==> src/verilog/global_ctrl_pkg.sv <==
// global_ctrl_pkg: constants and carrier types for the global control,
// oscillator divider and long-line driver block.
// assumes clk is the on-chip oscillator as seen by the simulation (250 MHz).
package global_ctrl_pkg;

    ////////////////////////////////////////////////////////////////////////////
    // clock and timing
    localparam int CLK_FREQ_MHZ = 250;
    // oscillator nominal and limits, in kHz
    localparam int OSC_NOM_KHZ = 8000;
    localparam int OSC_MIN_KHZ = 4000;
    localparam int OSC_MAX_KHZ = 10000;
    // power-on timeout and configuration memory clear time, in ns
    localparam int POR_TIME_NS = 20000;
    localparam int CLEAR_TIME_NS = 2000;
    localparam int POR_CYCLES_DEF = (POR_TIME_NS * CLK_FREQ_MHZ + 999) / 1000;
    localparam int CLEAR_CYCLES = (CLEAR_TIME_NS * CLK_FREQ_MHZ + 999) / 1000;

    ////////////////////////////////////////////////////////////////////////////
    // divider layout: taps at the 4th, 9th, 14th and 19th bit
    localparam int DIV_WIDTH = 19;
    localparam int TAP0_BIT = 3;
    localparam int TAP1_BIT = 8;
    localparam int TAP2_BIT = 13;
    localparam int TAP3_BIT = 18;
    // divider bit that feeds the configuration clock in master mode
    localparam int CFG_CLK_BIT = 0;

    ////////////////////////////////////////////////////////////////////////////
    // reset values
    localparam logic [1:0] TAP_SEL_RST = 2'h0;

    // divider tap choice
    typedef enum logic [1:0] {
        TAP_500K,
        TAP_16K,
        TAP_490,
        TAP_15
    } tap_sel_t;

    // source of a chip-wide control net
    typedef struct packed {
        logic fromPin; // 1: pin through input buffer, 0: internal node
        logic invert;  // invert the pin's sense
    } net_src_t;

    // configuration sequence
    typedef enum logic [1:0] {
        S_POWERUP,
        S_CLEAR,
        S_LOAD,
        S_USER
    } cfg_state_t;

endpackage

==> src/verilog/osc_divider.sv <==
// osc_divider: binary divider on the oscillator with two resynchronised taps.
// assumes clk is the oscillator and rstn is already synchronised.
`timescale 1ns/1ps
module osc_divider
    import global_ctrl_pkg::*;
#(
    parameter int WIDTH = DIV_WIDTH
) (
    input wire logic clk,
    input wire logic rstn,
    input wire logic run,
    input wire tap_sel_t selA,
    input wire tap_sel_t selB,
    output logic tapA,
    output logic tapB,
    output logic cfgClkBit
);

    if (WIDTH < TAP3_BIT + 1) begin : g_chk
        $error("osc_divider: WIDTH too small for the highest tap");
    end

    logic [WIDTH-1:0] div;

    // pick the divider bit for a tap choice
    function automatic logic tapBit(input tap_sel_t sel, input logic [WIDTH-1:0] d);
        logic b;
        b = 1'b0;
        case (sel)
            TAP_500K: b = d[TAP0_BIT];
            TAP_16K: b = d[TAP1_BIT];
            TAP_490: b = d[TAP2_BIT];
            default: b = d[TAP3_BIT];
        endcase
        return b;
    endfunction

    ////////////////////////////////////////////////////////////////////////////
    // binary divider
    // counts only while the oscillator runs
    always_ff @(posedge clk or negedge rstn) begin
        if (!rstn) begin
            div <= '0;
        end else if (run) begin
            div <= div + {{(WIDTH-1){1'b0}}, 1'b1};
        end
    end

    always_ff @(posedge clk or negedge rstn) begin
        if (!rstn) begin
            tapA <= 1'b0;
            tapB <= 1'b0;
        end else begin
            tapA <= run & tapBit(selA, div);
            tapB <= run & tapBit(selB, div);
        end
    end

    assign cfgClkBit = div[CFG_CLK_BIT];
endmodule

==> src/verilog/global_ctrl_osc_divider.sv <==
// global_ctrl_osc_divider: oscillator control and divider taps, chip-wide
// preset/clear and output-float nets, long-line tri-state drivers and keepers.
// assumes clk is the on-chip oscillator and all inputs are synchronous to it.
`timescale 1ns/1ps
module global_ctrl_osc_divider
    import global_ctrl_pkg::*;
#(
    parameter int NCELLS = 4,
    parameter int NFLOPS = 8,
    parameter int NPINS = 8,
    parameter int MEM_DEPTH = 16,
    parameter int MEM_AW = 4,
    parameter int POR_CYCLES = POR_CYCLES_DEF
) (
    input wire logic clk,
    input wire logic rstn,
    // configuration sequence
    input wire logic reconfigReq,
    input wire logic masterMode,
    input wire logic loadDone,
    input wire logic oscPrimitiveUsed,
    output logic configDone,
    output logic configurationClock,
    output logic configurationClockOe,
    // oscillator and taps towards user logic
    input wire logic oscRequest,
    input wire tap_sel_t tapSelA,
    input wire tap_sel_t tapSelB,
    output logic oscOut,
    output logic tapA,
    output logic tapB,
    // chip-wide preset/clear sources
    input wire net_src_t presetSrc,
    input wire logic presetPin,
    input wire logic presetNode,
    output logic chipPresetClear,
    // chip-wide output-float sources
    input wire net_src_t floatSrc,
    input wire logic floatPin,
    input wire logic floatNode,
    input wire logic scanEnabled,
    input wire logic scanExtest,
    output logic chipOutputFloat,
    // user flip-flop bank
    input wire logic [NFLOPS-1:0] flopInitSet,
    input wire logic [NFLOPS-1:0] localSetReset,
    input wire logic [NFLOPS-1:0] flopD,
    output logic [NFLOPS-1:0] flopQ,
    // output pins
    input wire logic [NPINS-1:0] userOe,
    input wire logic [NPINS-1:0] userOut,
    output logic [NPINS-1:0] pinOut,
    output logic [NPINS-1:0] pinOe,
    // distributed memory
    input wire logic memWe,
    input wire logic [MEM_AW-1:0] memAddr,
    input wire logic memWdata,
    output logic memRdata,
    // long-line tri-state buffers, one up and one down per cell
    input wire logic [NCELLS-1:0] upIn,
    input wire logic [NCELLS-1:0] upFloat,
    input wire logic [NCELLS-1:0] dnIn,
    input wire logic [NCELLS-1:0] dnFloat,
    output logic lineAbove,
    output logic lineBelow
);

    if (NCELLS < 1 || NFLOPS < 1 || NPINS < 1 || MEM_DEPTH > (1 << MEM_AW)
            || POR_CYCLES < 1 || POR_CYCLES > 65535) begin : g_chk
        $error("global_ctrl_osc_divider: unsupported parameter values");
    end

    ////////////////////////////////////////////////////////////////////////////
    // reset release through two flip-flops
    logic rstMeta;
    logic rstnInt;

    always_ff @(posedge clk or negedge rstn) begin
        if (!rstn) begin
            rstMeta <= 1'b0;
            rstnInt <= 1'b0;
        end else begin
            rstMeta <= 1'b1;
            rstnInt <= rstMeta;
        end
    end

    ////////////////////////////////////////////////////////////////////////////
    // configuration sequence
    cfg_state_t state;
    logic [15:0] seqCount;
    logic inUser;
    logic oscRun;
    logic cfgClkBit;

    assign inUser = (state == S_USER);

    // power-on timeout and clear on oscillator
    always_ff @(posedge clk or negedge rstnInt) begin
        if (!rstnInt) begin
            state <= S_POWERUP;
            seqCount <= '0;
        end else begin
            case (state)
                S_POWERUP: begin
                    seqCount <= seqCount + 16'h0001;
                    if (seqCount == 16'(POR_CYCLES - 1)) begin
                        state <= S_CLEAR;
                        seqCount <= '0;
                    end
                end
                S_CLEAR: begin
                    seqCount <= seqCount + 16'h0001;
                    if (seqCount == 16'(CLEAR_CYCLES - 1)) begin
                        state <= S_LOAD;
                        seqCount <= '0;
                    end
                end
                S_LOAD: begin
                    if (loadDone) begin
                        state <= S_USER;
                    end
                end
                default: begin
                    if (reconfigReq) begin
                        state <= S_CLEAR;
                        seqCount <= '0;
                    end
                end
            endcase
        end
    end

    assign configDone = inUser;
    assign oscRun = !inUser || oscPrimitiveUsed;
    always_ff @(posedge clk or negedge rstnInt) begin
        if (!rstnInt) begin
            configurationClock <= 1'b0;
            configurationClockOe <= 1'b0;
        end else begin
            configurationClock <= (state == S_LOAD) & masterMode & cfgClkBit;
            configurationClockOe <= (state == S_LOAD) & masterMode;
        end
    end

    ////////////////////////////////////////////////////////////////////////////
    // oscillator output and divider taps
    logic oscPass;
    logic tapRawA;
    logic tapRawB;

    always_ff @(posedge clk or negedge rstnInt) begin
        if (!rstnInt) begin
            oscPass <= 1'b0;
        end else begin
            oscPass <= inUser & oscPrimitiveUsed & oscRequest;
        end
    end

    assign oscOut = clk & oscPass;
    osc_divider #(
        .WIDTH(DIV_WIDTH)
    ) u_div (
        .clk(clk),
        .rstn(rstnInt),
        .run(oscRun),
        .selA(tapSelA),
        .selB(tapSelB),
        .tapA(tapRawA),
        .tapB(tapRawB),
        .cfgClkBit(cfgClkBit)
    );
    assign tapA = tapRawA & inUser;
    assign tapB = tapRawB & inUser;
    ////////////////////////////////////////////////////////////////////////////
    // chip-wide nets
    logic presetNet;
    logic floatNet;

    assign presetNet = presetSrc.fromPin ? (presetPin ^ presetSrc.invert) : presetNode;
    assign floatNet = floatSrc.fromPin ? (floatPin ^ floatSrc.invert) : floatNode;

    assign chipPresetClear = !rstnInt || !inUser || presetNet;
    assign chipOutputFloat = floatNet & inUser;

    ////////////////////////////////////////////////////////////////////////////
    // user flip-flop bank
    genvar gi;
    generate
        for (gi = 0; gi < NFLOPS; gi++) begin : g_flop
            always_ff @(posedge clk or negedge rstnInt) begin
                if (!rstnInt) begin
                    flopQ[gi] <= 1'b0;
                end else if (chipPresetClear || localSetReset[gi]) begin
                    flopQ[gi] <= flopInitSet[gi];
                end else begin
                    flopQ[gi] <= flopD[gi];
                end
            end
        end
    endgenerate

    ////////////////////////////////////////////////////////////////////////////
    // output pins
    logic floatActive;
    // float all outputs except in EXTEST
    assign floatActive = chipOutputFloat && !(scanEnabled && scanExtest);
    always_ff @(posedge clk or negedge rstnInt) begin
        if (!rstnInt) begin
            pinOut <= '0;
            pinOe <= '0;
        end else begin
            pinOut <= userOut;
            pinOe <= floatActive ? '0 : (userOe & {NPINS{inUser}});
        end
    end

    ////////////////////////////////////////////////////////////////////////////
    // distributed memory, loaded in configuration or written by user logic
    logic mem [MEM_DEPTH];
    logic memWrite;

    assign memWrite = memWe && (state == S_LOAD || inUser);

    always_ff @(posedge clk) begin
        if (memWrite) begin
            mem[memAddr] <= memWdata;
        end
    end

    always_ff @(posedge clk or negedge rstnInt) begin
        if (!rstnInt) begin
            memRdata <= 1'b0;
        end else begin
            memRdata <= mem[memAddr];
        end
    end

    ////////////////////////////////////////////////////////////////////////////
    // long lines with keepers
    logic drivenAbove;
    logic drivenBelow;
    logic valueAbove;
    logic valueBelow;
    logic keepAbove;
    logic keepBelow;

    // up buffers above, down buffers below
    // float on 1, drive on 0
    assign drivenAbove = |(~upFloat);
    assign drivenBelow = |(~dnFloat);
    assign valueAbove = |(upIn & ~upFloat);
    assign valueBelow = |(dnIn & ~dnFloat);

    always_ff @(posedge clk or negedge rstnInt) begin
        if (!rstnInt) begin
            keepAbove <= 1'b0;
            keepBelow <= 1'b0;
        end else begin
            keepAbove <= lineAbove;
            keepBelow <= lineBelow;
        end
    end

    // any active buffer overrides the keeper
    assign lineAbove = drivenAbove ? valueAbove : keepAbove;
    assign lineBelow = drivenBelow ? valueBelow : keepBelow;
endmodule

==> config.mk <==
export PLATFORM = sky130hd
export DESIGN_NAME = global_ctrl_osc_divider
export DESIGN_NICKNAME = d
export VERILOG_FILES = /design/src/verilog/global_ctrl_pkg.sv /design/src/verilog/osc_divider.sv /design/src/verilog/global_ctrl_osc_divider.sv
export SDC_FILE = /design/constraint.sdc
export NUM_CORES = 1
export LEC_CHECK = 0
export ABC_AREA = 0
export BUFFER_PORTS_ARGS = -buffer_cell sky130_fd_sc_hd__buf_2
export CORE_ASPECT_RATIO = 1.5
export CORE_MARGIN = 1
export CORE_UTILIZATION = 40
export CTS_BUF_LIST = sky130_fd_sc_hd__clkbuf_4 sky130_fd_sc_hd__clkbuf_8
export DETAILED_ROUTE_END_ITERATION = 10
export PLACE_DENSITY = 0.64
export SYNTH_ARGS = -nofsm -noshare
export SYNTH_HDL_FRONTEND = slang
export SYNTH_SLANG_ARGS = --single-unit
==> constraint.sdc <==
create_clock -name clk -period 2.5 [get_ports clk]
set_input_delay 0.25 -clock clk [delete_from_list [all_inputs] [get_ports clk]]
set_output_delay 0.25 -clock clk [all_outputs]
set_load 0.005 [all_outputs]
==> results.py, run 1 <==
metrics = {
    "run_status": {
        "status": "complete, but fails checks",
        "violations": "DRC",
    },
    "critical_path": {
        "worstPathArrival_ns": 2.61,
        "cp-end-kind": "flop",
        "worstSetupPathType": "flop to flop",
        "cpMaxStageDelayCell": "dlygate4sd3_1",
        "required_ns": 2.85,
        "crit_fanout": 9,
        "max_stage_delay_ns": 0.56,
        "start_kind": "flop",
        "cp_cell_sequence": "ha_2 -> nand2_1 -> a211o_1 -> nor2_1 -> mux2_2 -> dlygate4sd3_1",
    },
    "power_and_ir_drop": {
        "cellLeakagePower_uw": 0.00248,
        "power.density_nw_per_um2": 851,
        "ir_drop_mv": 0.487,
    },
    "sta": {
        "setup_slack_ns": 0.238,
        "rsz0062_at_grt": "no",
        "final-hold-violation-count": 0,
        "fin_skew_ns": 0.0101,
        "tightest_slew_ns": 0.849,
        "fin_crit_sh": 0.905,
        "min_period_ns": 2.26,
        "final.setup.tns_ns": 0,
        "slew_headroom": 0.434,
        "slew_viol_final": 0,
        "max_freq_mhz": 442,
        "finalSetupViolations": 0,
    },
    "layout": {
        "area_growth_pct": 29.8,
        "diodes": 0,
        "nets": 600,
        "drive_above_1_share": 0.341,
    },
    "drt": {
        "wl_per_cell_um": 14.9,
        "dr.first_iter.drc_count": 178,
        "vias": 3272,
        "drt_wl_total_um": 9410,
        "drt_pass1_iterations": 7,
        "via_per_inst": 5.17,
        "postRouteAntennaNets": 0,
        "drcViolationCount": 7,
    },
    "global_routing": {
        "grt_remaining_overflow": 0,
        "antenna_found_initial": 0,
        "grt_pass1_wl_um": 14900,
        "groute.usage.overall": 0.185,
        "grt_pass1_vias": 3299,
        "grt_max_degree": 70,
    },
    "synthesis": {
        "synthCells": 360,
        "synth_top_family_by_area": "simple AND/OR/NAND/NOR gates",
        "syn-num-nets": 449,
        "synth_top_cell_area_share": 0.431,
        "synth-simple-area-share": 0.194,
        "synth-xor-area-share": 0.0425,
        "ys_seq_elements": 87,
        "syn-cell-area_um2": 4120,
        "yosysMostFrequentCell": "dfrtp_1",
        "yosysSeqAreaShare": 0.547,
        "synth_compound_area_frac": 0.0759,
        "synth-edff-count": 16,
        "ys_types": 56,
        "yosys-top-cells-count": "71 x dfrtp_1, 37 x nor2_1, 28 x nand2_1, 20 x inv_1, 17 x nor3_1",
        "yosys-top-cells-area": "dfrtp_1 43%, edfxtp_1 12%, mux4_2 3.8%",
        "async_reset_ff_frac": 0.816,
        "syn_area_per_cell_um2": 11.5,
        "synthFlopType": "dfrtp_1",
        "ys_warn_count": 0,
        "yosys.area.top_type": "dfrtp_1",
        "synth_fa_ha_area_frac": 0.0182,
        "synth_mux_area_frac": 0.0850,
    },
    "die": {
        "start_util": 0.409,
        "io_pins": 118,
        "std_cell_rows": 45,
        "fp.dieW_um": 84.9,
        "core_um2": 10100,
        "die_area_um2": 10700,
        "fp.dieH_um": 126,
    },
    "clocking": {
        "clock_latency_ns": 0.46,
        "clk_pin_slew_ns": 0.09,
        "cts_tree": "yes",
    },
    "placement": {
        "io_buffers": 117,
        "dp_hpwl_um": 6630,
        "place.gp.congestion": 0.841,
        "place_ws_ns": 0.477,
    },
    "min_path": {
        "hp-class": "input pin to flop",
    },
    "flow_run": {
        "max_cap_violations": 0,
    },
}
==> registers in the layout, indices dropped and copies added, names as in the netlist <==
register and count:
u_div.div 19, mem 16, seqCount 16, flopQ 8
pinOe 8, pinOut 8, state 2, configurationClock 1
configurationClockOe 1, keepAbove 1, keepBelow 1, memRdata 1
oscPass 1, rstMeta 1, rstnInt 1, u_div.tapA 1
u_div.tapB 1
==> cells in the final DEF (no fill, tap or decap), drive strengths merged, types with 3 or more instances in the layout <==
| cell type | synthesis | layout |
|---|---|---|
| xnor2 | 6 | 6 |
| o22ai | 5 | 5 |
| o211ai | 4 | 4 |
| and2 | 15 | 15 |
| xor2 | 14 | 14 |
| a21oi | 4 | 4 |
| ha | 6 | 6 |
| nor4 | 11 | 11 |
| nand3 | 12 | 12 |
| nor2 | 38 | 38 |
| and3 | 7 | 7 |
| dlygate4sd3 | 0 | 30 |
| nand4 | 7 | 7 |
| dfrtp | 71 | 71 |
| mux4 | 7 | 7 |
| clkbuf | 6 | 12 |
| mux2 | 10 | 10 |
| a211o | 3 | 3 |
| nand2 | 28 | 28 |
| edfxtp | 16 | 16 |
| mux2i | 8 | 8 |
| inv | 20 | 24 |
| o21ai | 11 | 11 |
| buf | 7 | 120 |
| nor3 | 18 | 18 |
| nand2b | 4 | 4 |
==> what timing repair did <==
action | 4_1_cts | 5_1_grt
hold buffers | 27 | 3
setup buffers | 0 | 0
hold endpoints to repair | 24 | 3
setup endpoints to repair | 0 | 1
gates resized for setup | 0 | 1
==> layer usage <==
| layer | wire length, um | global-route usage | share of wire |
|---|---|---|---|
| met1 | 3660 | 0.203 | 0.39 |
| met2 | 4980 | 0.324 | 0.53 |
| met3 | 556 | 0.0540 | 0.059 |
| met4 | 221 | 0.0887 | 0.023 |
| met5 | 0 | 0 | 0 |
==> critical path: cells and delay by family, from the launching register on <==
kind	cells	cell delay (ns)
multiplexers	1	0.34
AND/OR/NAND/NOR	2	0.22
adder cells (fa/ha/maj)	1	0.29
buffers and inverters	1	0.56
flip-flops	1	0.39
AO/OA/AOI/OAI	1	0.35
==> cells by family after synthesis <==
family / after synthesis
multiplexers: 25
AO/OA/AOI/OAI: 37
other: 1
AND/OR/NAND/NOR: 151
XOR/XNOR: 20
flip-flops: 87
adder cells (fa/ha/maj): 6
buffers and inverters: 33
==> where the power goes <==
group / leakage (uW) / switching (uW) / total (uW) / internal [uW]
clock: 0.000136 / 558 / 1140 / 580
combinational: 0.00130 / 776 / 1400 / 623
sequential: 0.00104 / 307 / 2020 / 1710
==> through the flow <==
step	hold slack [ns]	util	power (uW)	instances	instance area, um^2
after floorplan	-0.0456	-	3000	360	4120
after global placement	0.0367	0.477	3350	584	4810
after detailed placement	0.0375	0.477	3410	584	4810
after CTS	0.000562	0.528	4590	630	5320
after global routing	0.000908	0.531	4850	633	5350
final	0.0239	0.531	4550	633	5350
==> final cells by class <==
class,instances,area (um^2)
inverters,20,75.1
multi-input cells,240,1720
clock inverters,7,77.6
repair buffers,149,903
well taps,117,146
clock buffers,13,170
fillers,871,4730
flip-flops and latches,87,2260
==> worst paths after layout <==
check | startpoint | end | slack, ns | cells after the start
min in group asynchronous | rstn | rstnInt$_DFF_PN0_ | 0.09 | 2
setup / recovery | state[1]$_DFFE_PN0P_ | flopQ[5]$_DFF_PN0_ | 0.24 | 6
setup reg to reg | state[1]$_DFFE_PN0P_ | flopQ[5]$_DFF_PN0_ | 0.24 | 6
max in group asynchronous | rstnInt$_DFF_PN0_ | u_div.div[1]$_DFFE_PN0P_ | 1.43 | 1
hold reg to reg | rstMeta$_DFF_PN0_ | rstnInt$_DFF_PN0_ | 0.36 | 0
hold / removal | flopInitSet[0] | flopQ[0]$_DFF_PN0_ | 0.02 | 2
Power figures use the tool's default switching activity.
==> inputs of run 2 (changes only) <==
--- a/config.mk
+++ b/config.mk
@@ -5,14 +5,14 @@
 export SDC_FILE = /design/constraint.sdc
 export NUM_CORES = 1
 export LEC_CHECK = 0
-export ABC_AREA = 0
+export ABC_AREA = 1
 export BUFFER_PORTS_ARGS = -buffer_cell sky130_fd_sc_hd__buf_2
 export CORE_ASPECT_RATIO = 1.5
 export CORE_MARGIN = 1
 export CORE_UTILIZATION = 40
 export CTS_BUF_LIST = sky130_fd_sc_hd__clkbuf_4 sky130_fd_sc_hd__clkbuf_8
 export DETAILED_ROUTE_END_ITERATION = 10
-export PLACE_DENSITY = 0.64
+export PLACE_DENSITY = 0.63
 export SYNTH_ARGS = -nofsm -noshare
 export SYNTH_HDL_FRONTEND = slang
 export SYNTH_SLANG_ARGS = --single-unit
==> run 2 against run 1 <==
  * Synthesized cell count is 37% higher
  * Highest routed layer unchanged
  * Total power is 39% lower
  * Critical endpoint is now flopQ[0]$_DFF_PN0_
  * Global-route usage is 1.6 points higher
  * The run now ends clean
  * Clock power is 4% lower
  * Register-to-register slack better by 0.07 ns
  * Sequential cell count stayed put
  * First-iteration DRC count is 5.6% higher
  * Critical path depth is 2 higher
  * Core utilization is 1.5 points higher
  * Wire length is 5.8% higher
==> results.py, run 2 <==
metrics = {
    "layout": {
        "fill_cells": 923,
        "top_regs": "u_div.div (19), mem (16), seqCount (16)",
        "regMostFlops": "u_div.div",
        "largest_reg_flops": 19,
        "diodes": 0,
        "drive_above_1_share": 0.234,
        "nets": 746,
        "area_growth_pct": 32.2,
        "final_cell_mix": "123 x nand2_1, 117 x buf_2, 70 x inv_1, 70 x dfrtp_1, 63 x nor2_1",
        "layout_commonest_cell": "nand2_1",
    },
    "global_routing": {
        "antenna_found_initial": 0,
        "grt_pass1_wl_um": 16900,
        "grt_max_degree": 70,
        "groute.usage.overall": 0.201,
        "grt_pass1_vias": 3846,
        "grt_remaining_overflow": 0,
    },
    "critical_path": {
        "cp-end-kind": "flop",
        "max_stage_delay_ns": 0.55,
        "required_ns": 2.86,
        "crit_fanout": 17,
        "cpMaxStageDelayCell": "dlygate4sd3_1",
        "cp_num_buf_inv": 2,
        "cpLargestDelayFamily": "buffers and inverters",
        "worstPathArrival_ns": 2.55,
        "rr_endpoint": "flopQ[0]$_DFF_PN0_",
        "worstSetupPathType": "flop to flop",
        "cp_cell_sequence": "ha_1 -> buf_4 -> nand2_1 -> a21oi_1 -> o21ai_2 -> o21ai_0 -> nand2_1 -> dlygate4sd3_1",
        "reg2regPathDepth": 8,
        "critPathMostFrequentCell": "nand2_1",
        "r2r_slack_ns": 0.31,
        "start_kind": "flop",
        "r2r_start": "state[0]$_DFFE_PN0P_",
    },
    "synthesis": {
        "synth_mux_area_frac": 0,
        "ys_types": 32,
        "yosys-top-cells-area": "dfrtp_1 42%, edfxtp_1 11%, nand2_1 11%",
        "synth-edff-count": 16,
        "syn_area_per_cell_um2": 8.56,
        "synthFlopType": "dfrtp_1",
        "synth_compound_area_frac": 0.0651,
        "syn-cell-area_um2": 4210,
        "ys_seq_elements": 87,
        "ys_warn_count": 0,
        "yosysSeqAreaShare": 0.536,
        "synthCells": 492,
        "syn-num-nets": 581,
        "async_reset_ff_frac": 0.816,
        "synth_top_cell_area_share": 0.422,
        "synth_top_family_by_area": "simple AND/OR/NAND/NOR gates",
        "synth_fa_ha_area_frac": 0.0178,
        "synth-xor-area-share": 0.0478,
        "yosys.area.top_type": "dfrtp_1",
        "yosysMostFrequentCell": "nand2_1",
        "yosys-top-cells-count": "123 x nand2_1, 71 x dfrtp_1, 70 x inv_1, 63 x nor2_1, 37 x nand3_1",
        "synth-simple-area-share": 0.264,
    },
    "drt": {
        "drcViolationCount": 0,
        "via_per_inst": 4.77,
        "vias": 3828,
        "drt_pass1_iterations": 4,
        "dr.first_iter.drc_count": 188,
        "postRouteAntennaNets": 0,
        "drt_wl_total_um": 9950,
        "wl_per_cell_um": 12.4,
    },
    "sta": {
        "final-hold-violation-count": 0,
        "max_freq_mhz": 457,
        "setup_slack_ns": 0.313,
        "slew_viol_final": 0,
        "final.setup.tns_ns": 0,
        "slew_headroom": 0.427,
        "fin_crit_sh": 0.875,
        "min_period_ns": 2.19,
        "rsz0062_at_grt": "no",
        "tightest_slew_ns": 0.860,
        "fin_skew_ns": 0.0133,
        "finalSetupViolations": 0,
    },
    "flow_run": {
        "max_cap_violations": 0,
    },
    "power_and_ir_drop": {
        "finalPower_uw": 2770,
        "ir_drop_mv": 0.327,
        "cellLeakagePower_uw": 0.00284,
        "power.density_nw_per_um2": 498,
    },
    "clocking": {
        "clk_pin_slew_ns": 0.09,
        "cts_tree": "yes",
        "clock_latency_ns": 0.48,
        "post-cts-setup-buffers": 0,
    },
    "min_path": {
        "whs_path_depth": 3,
        "hp-class": "input pin to flop",
        "hold_end": "oscPass$_DFF_PN0_",
        "hp-start": "oscPrimitiveUsed",
    },
    "die": {
        "fp.dieH_um": 128,
        "std_cell_rows": 45,
        "core_um2": 10200,
        "io_pins": 118,
        "start_util": 0.413,
        "fp.dieW_um": 85.8,
        "die_area_um2": 10900,
    },
    "placement": {
        "io_buffers": 117,
        "place.gp.congestion": 0.882,
        "place_ws_ns": 0.695,
        "dp_hpwl_um": 7090,
    },
    "run_status": {
        "status": "finished, final reports clean",
    },
}
[run 2: changes by cell type after synthesis, moves of 15 or more]
cell and change:
and2_1 -15, inv_1 +50, nand2_1 +95, nand3_1 +26
nor2_1 +26, o21ai_0 +15
[run 2: how the worst max path moves through the flow]
stage               depth (start not counted)                   endpoint                 start
CTS                                         8         flopQ[0]$_DFF_PN0_  state[0]$_DFFE_PN0P_
finish                                      8         flopQ[0]$_DFF_PN0_  state[0]$_DFFE_PN0P_
global placement                            9  u_div.div[16]$_DFFE_PN0P_  state[0]$_DFFE_PN0P_
floorplan                                   6         flopQ[0]$_DFF_PN0_     rstnInt$_DFF_PN0_
global route                                8         flopQ[3]$_DFF_PN0_  state[0]$_DFFE_PN0P_
detailed placement                          9    seqCount[4]$_DFFE_PN0P_  state[1]$_DFFE_PN0P_
[run 2: cell families (layout without fill, tap and decap cells)]
group | after synthesis | after routing
simple gates | 253 | 253
flops | 87 | 87
buf+inv | 76 | 246
compound gates | 46 | 46
xor+xnor | 23 | 23
fa+ha+maj | 6 | 6
other cells | 1 | 1
[run 2: worst register-to-register path, cell delays in order, from the launching register on]
cell and delay, ns:
dfrtp_1 0.41, ha_1 0.20, buf_4 0.21, nand2_1 0.08, a21oi_1 0.15, o21ai_2 0.20, o21ai_0 0.20, nand2_1 0.06
dlygate4sd3_1 0.55
[run 2: where the power goes]
part,total [uW],switching [uW],internal [uW]
Sequential,1470,5.82,1460
Clock,1090,545,548
Combinational,208,97.3,111
Total,2770,648,2120
[run 2: final cells by class]
class,count,area (um^2),share of cell area
timing repair buffer,155,963,0.173
multi-input combinational,329,1660,0.299
inverter,70,263,0.0472
clock inverter,4,30.0,0.00539
clock buffer,17,213,0.0382
sequential,87,2260,0.406
tap,141,176,0.0317
[run 2: through the flow]
stage / hold WS [ns] / utilization / std cells / area [um^2]
3_3_place_gp: 0.0368 / 0.488 / 748 / 4970
4_1_cts: 0.00659 / 0.546 / 803 / 5570
6_report: 0.0248 / 0.546 / 803 / 5570
5_1_grt: 0.00441 / 0.546 / 803 / 5570
3_5_place_dp: 0.0397 / 0.488 / 748 / 4970
2_1_floorplan: -0.0456 / - / 492 / 4210
[run 2: layer usage]
metal  GRT usage  vias to the layer above  wire [um]
met1       0.212                     1774       3880
met5           0                        -          0
met3      0.0592                       41        500
met4       0.128                        0        440
met2       0.346                      123       5130
li1            -                     1890          -
[run 2: what timing repair did]
item,CTS,global route
endpoints found under the hold margin,26,0
gates resized for setup,0,0
hold buffers,36,0
==> inputs of run 3 (changes only) <==
--- a/config.mk
+++ b/config.mk
@@ -7,10 +7,11 @@
 export LEC_CHECK = 0
 export ABC_AREA = 1
 export BUFFER_PORTS_ARGS = -buffer_cell sky130_fd_sc_hd__buf_2
-export CORE_ASPECT_RATIO = 1.5
+export CORE_ASPECT_RATIO = 1.75
 export CORE_MARGIN = 1
 export CORE_UTILIZATION = 40
 export CTS_BUF_LIST = sky130_fd_sc_hd__clkbuf_4 sky130_fd_sc_hd__clkbuf_8
+export CTS_CLUSTER_SIZE = 10
 export DETAILED_ROUTE_END_ITERATION = 10
 export PLACE_DENSITY = 0.63
 export SYNTH_ARGS = -nofsm -noshare
==> run 3 against run 2 <==
  * Core utilization fell by 0.85 points
  * Worst setup slack got worse by 0.10 ns
  * Total power rose by 1.4%
  * Clock skew rose by 0.0013 ns
  * Count of clock-buffer cells in the layout did not move
  * Combinational power fell by 2%
  * Global-route usage fell by 0.73 points
  * Sequential cell count did not move
  * Maximum frequency fell by 4.5%
  * Die area barely moved
  * Largest power group unchanged
==> results.py, run 3 (same netlist as run 2, synthesis figures left out) <==
metrics = {
    "run_status": {
        "status": "finished, final reports clean",
    },
    "critical_path": {
        "worstSetupPathType": "flop to flop",
        "cp-end-kind": "flop",
        "cp_cell_sequence": "ha_1 -> buf_4 -> nand2_1 -> a21oi_1 -> o21ai_2 -> o21ai_0 -> nand2_1 -> dlygate4sd3_1",
        "start_kind": "flop",
        "critPathMostFrequentCell": "nand2_1",
        "required_ns": 2.85,
        "max_stage_delay_ns": 0.56,
        "cpMaxStageDelayCell": "dlygate4sd3_1",
        "crit_fanout": 17,
        "worstPathArrival_ns": 2.64,
    },
    "clocking": {
        "cts_tree": "yes",
        "hold_buffers": 30,
        "cts_resized": 0,
        "clock_latency_ns": 0.46,
        "post-cts-setup-buffers": 0,
        "clk_pin_slew_ns": 0.09,
    },
    "placement": {
        "dp_hpwl_um": 7440,
        "io_buffers": 117,
        "place_ws_ns": 0.737,
        "place.gp.congestion": 0.858,
        "dpl_cell_area_um2": 4960,
    },
    "layout": {
        "fin_area_um2": 5510,
        "top_regs": "u_div.div (19), mem (16), seqCount (16)",
        "nets": 740,
        "final_cell_mix": "123 x nand2_1, 117 x buf_2, 70 x inv_1, 70 x dfrtp_1, 63 x nor2_1",
        "largest_reg_flops": 19,
        "area_growth_pct": 30.8,
        "regMostFlops": "u_div.div",
        "layout_commonest_cell": "nand2_1",
        "final_core_util": 0.538,
        "diodes": 0,
        "drive_above_1_share": 0.236,
    },
    "die": {
        "std_cell_rows": 49,
        "die_area_um2": 11000,
        "fp.dieW_um": 79.6,
        "fp.dieH_um": 138,
        "start_util": 0.411,
        "core_um2": 10200,
        "io_pins": 118,
    },
    "sta": {
        "max_freq_mhz": 437,
        "finalSetupViolations": 0,
        "fin_skew_ns": 0.0146,
        "final-hold-violation-count": 0,
        "final.setup.tns_ns": 0,
        "fin_crit_sh": 0.916,
        "setup_slack_ns": 0.209,
        "slew_headroom": 0.417,
        "rsz0062_at_grt": "no",
        "tightest_slew_ns": 0.875,
        "slew_viol_final": 0,
        "min_period_ns": 2.29,
    },
    "flow_run": {
        "max_cap_violations": 0,
    },
    "global_routing": {
        "grt_pass1_wl_um": 16100,
        "grt_max_degree": 70,
        "groute.usage.overall": 0.193,
        "antenna_found_initial": 0,
        "grt_remaining_overflow": 0,
        "grt_pass1_vias": 3658,
    },
    "power_and_ir_drop": {
        "ir_drop_mv": 0.511,
        "cellLeakagePower_uw": 0.00283,
        "finalPower_uw": 2810,
        "power.density_nw_per_um2": 510,
    },
    "drt": {
        "postRouteAntennaNets": 0,
        "dr.first_iter.drc_count": 190,
        "drt_wl_total_um": 10100,
        "drt_pass1_iterations": 4,
        "wl_per_cell_um": 12.9,
        "vias": 3799,
        "drcViolationCount": 0,
        "via_per_inst": 4.85,
    },
    "min_path": {
        "hp-class": "input pin to flop",
    },
}
run 3: changes by cell type in the layout (fill, tap and decap cells not counted):
cell / previous run / this run
clkinv_4: 2 / 0
inv_6: 1 / 0
clkinvlp_4: 0 / 1
bufinv_16: 0 / 1
dlygate4sd3_1: 36 / 30
clkinv_2: 0 / 1
run 3: path summary, 6_finish.rpt:
check | start | end | slack [ns] | cells past startpoint
worst min-delay path | userOe[7] | pinOe[7]$_DFF_PN0_ | 0.03 | 3
min in group asynchronous | rstn | rstnInt$_DFF_PN0_ | 0.11 | 2
worst min register to register | rstMeta$_DFF_PN0_ | rstnInt$_DFF_PN0_ | 0.36 | 0
max in group asynchronous | rstnInt$_DFF_PN0_ | pinOe[7]$_DFF_PN0_ | 1.41 | 1
worst max-delay path | state[0]$_DFFE_PN0P_ | flopQ[7]$_DFF_PN0_ | 0.21 | 8
worst max register to register | state[0]$_DFFE_PN0P_ | flopQ[7]$_DFF_PN0_ | 0.21 | 8
run 3: area by class of cell:
type	count	area, um^2
tap	127	159
clock inverter	4	46.3
fill	958	4730
inverter	70	263
clock buffer	17	213
sequential	87	2260
timing repair buffer	149	903
multi-input combinational	329	1660
run 3: per-stage QoR:
stage	hold WS (ns)	instances
CTS	0.00374	783
floorplan	-0.0456	492
finish	0.0264	783
global placement	0.0377	734
detailed placement	0.0391	734
global route	0.00905	783
run 3: critical path: cells and delay by family, from the launching register on:
family	cells	cell delay (ns)
buf+inv	2	0.80
simple gates	2	0.17
fa+ha+maj	1	0.20
flops	1	0.40
compound gates	3	0.61
run 3: routing by layer:
layer,vias up,part of all wire,track usage
li1,1876,-,-
met1,1796,0.39,0.205
met2,107,0.54,0.355
met3,20,0.041,0.0424
met4,0,0.026,0.0899
met5,-,0,0
run 3: power by group:
group / switching, uW / internal [uW]
clock: 496 / 639
sequential: 6.99 / 1460
combinational: 96.5 / 108
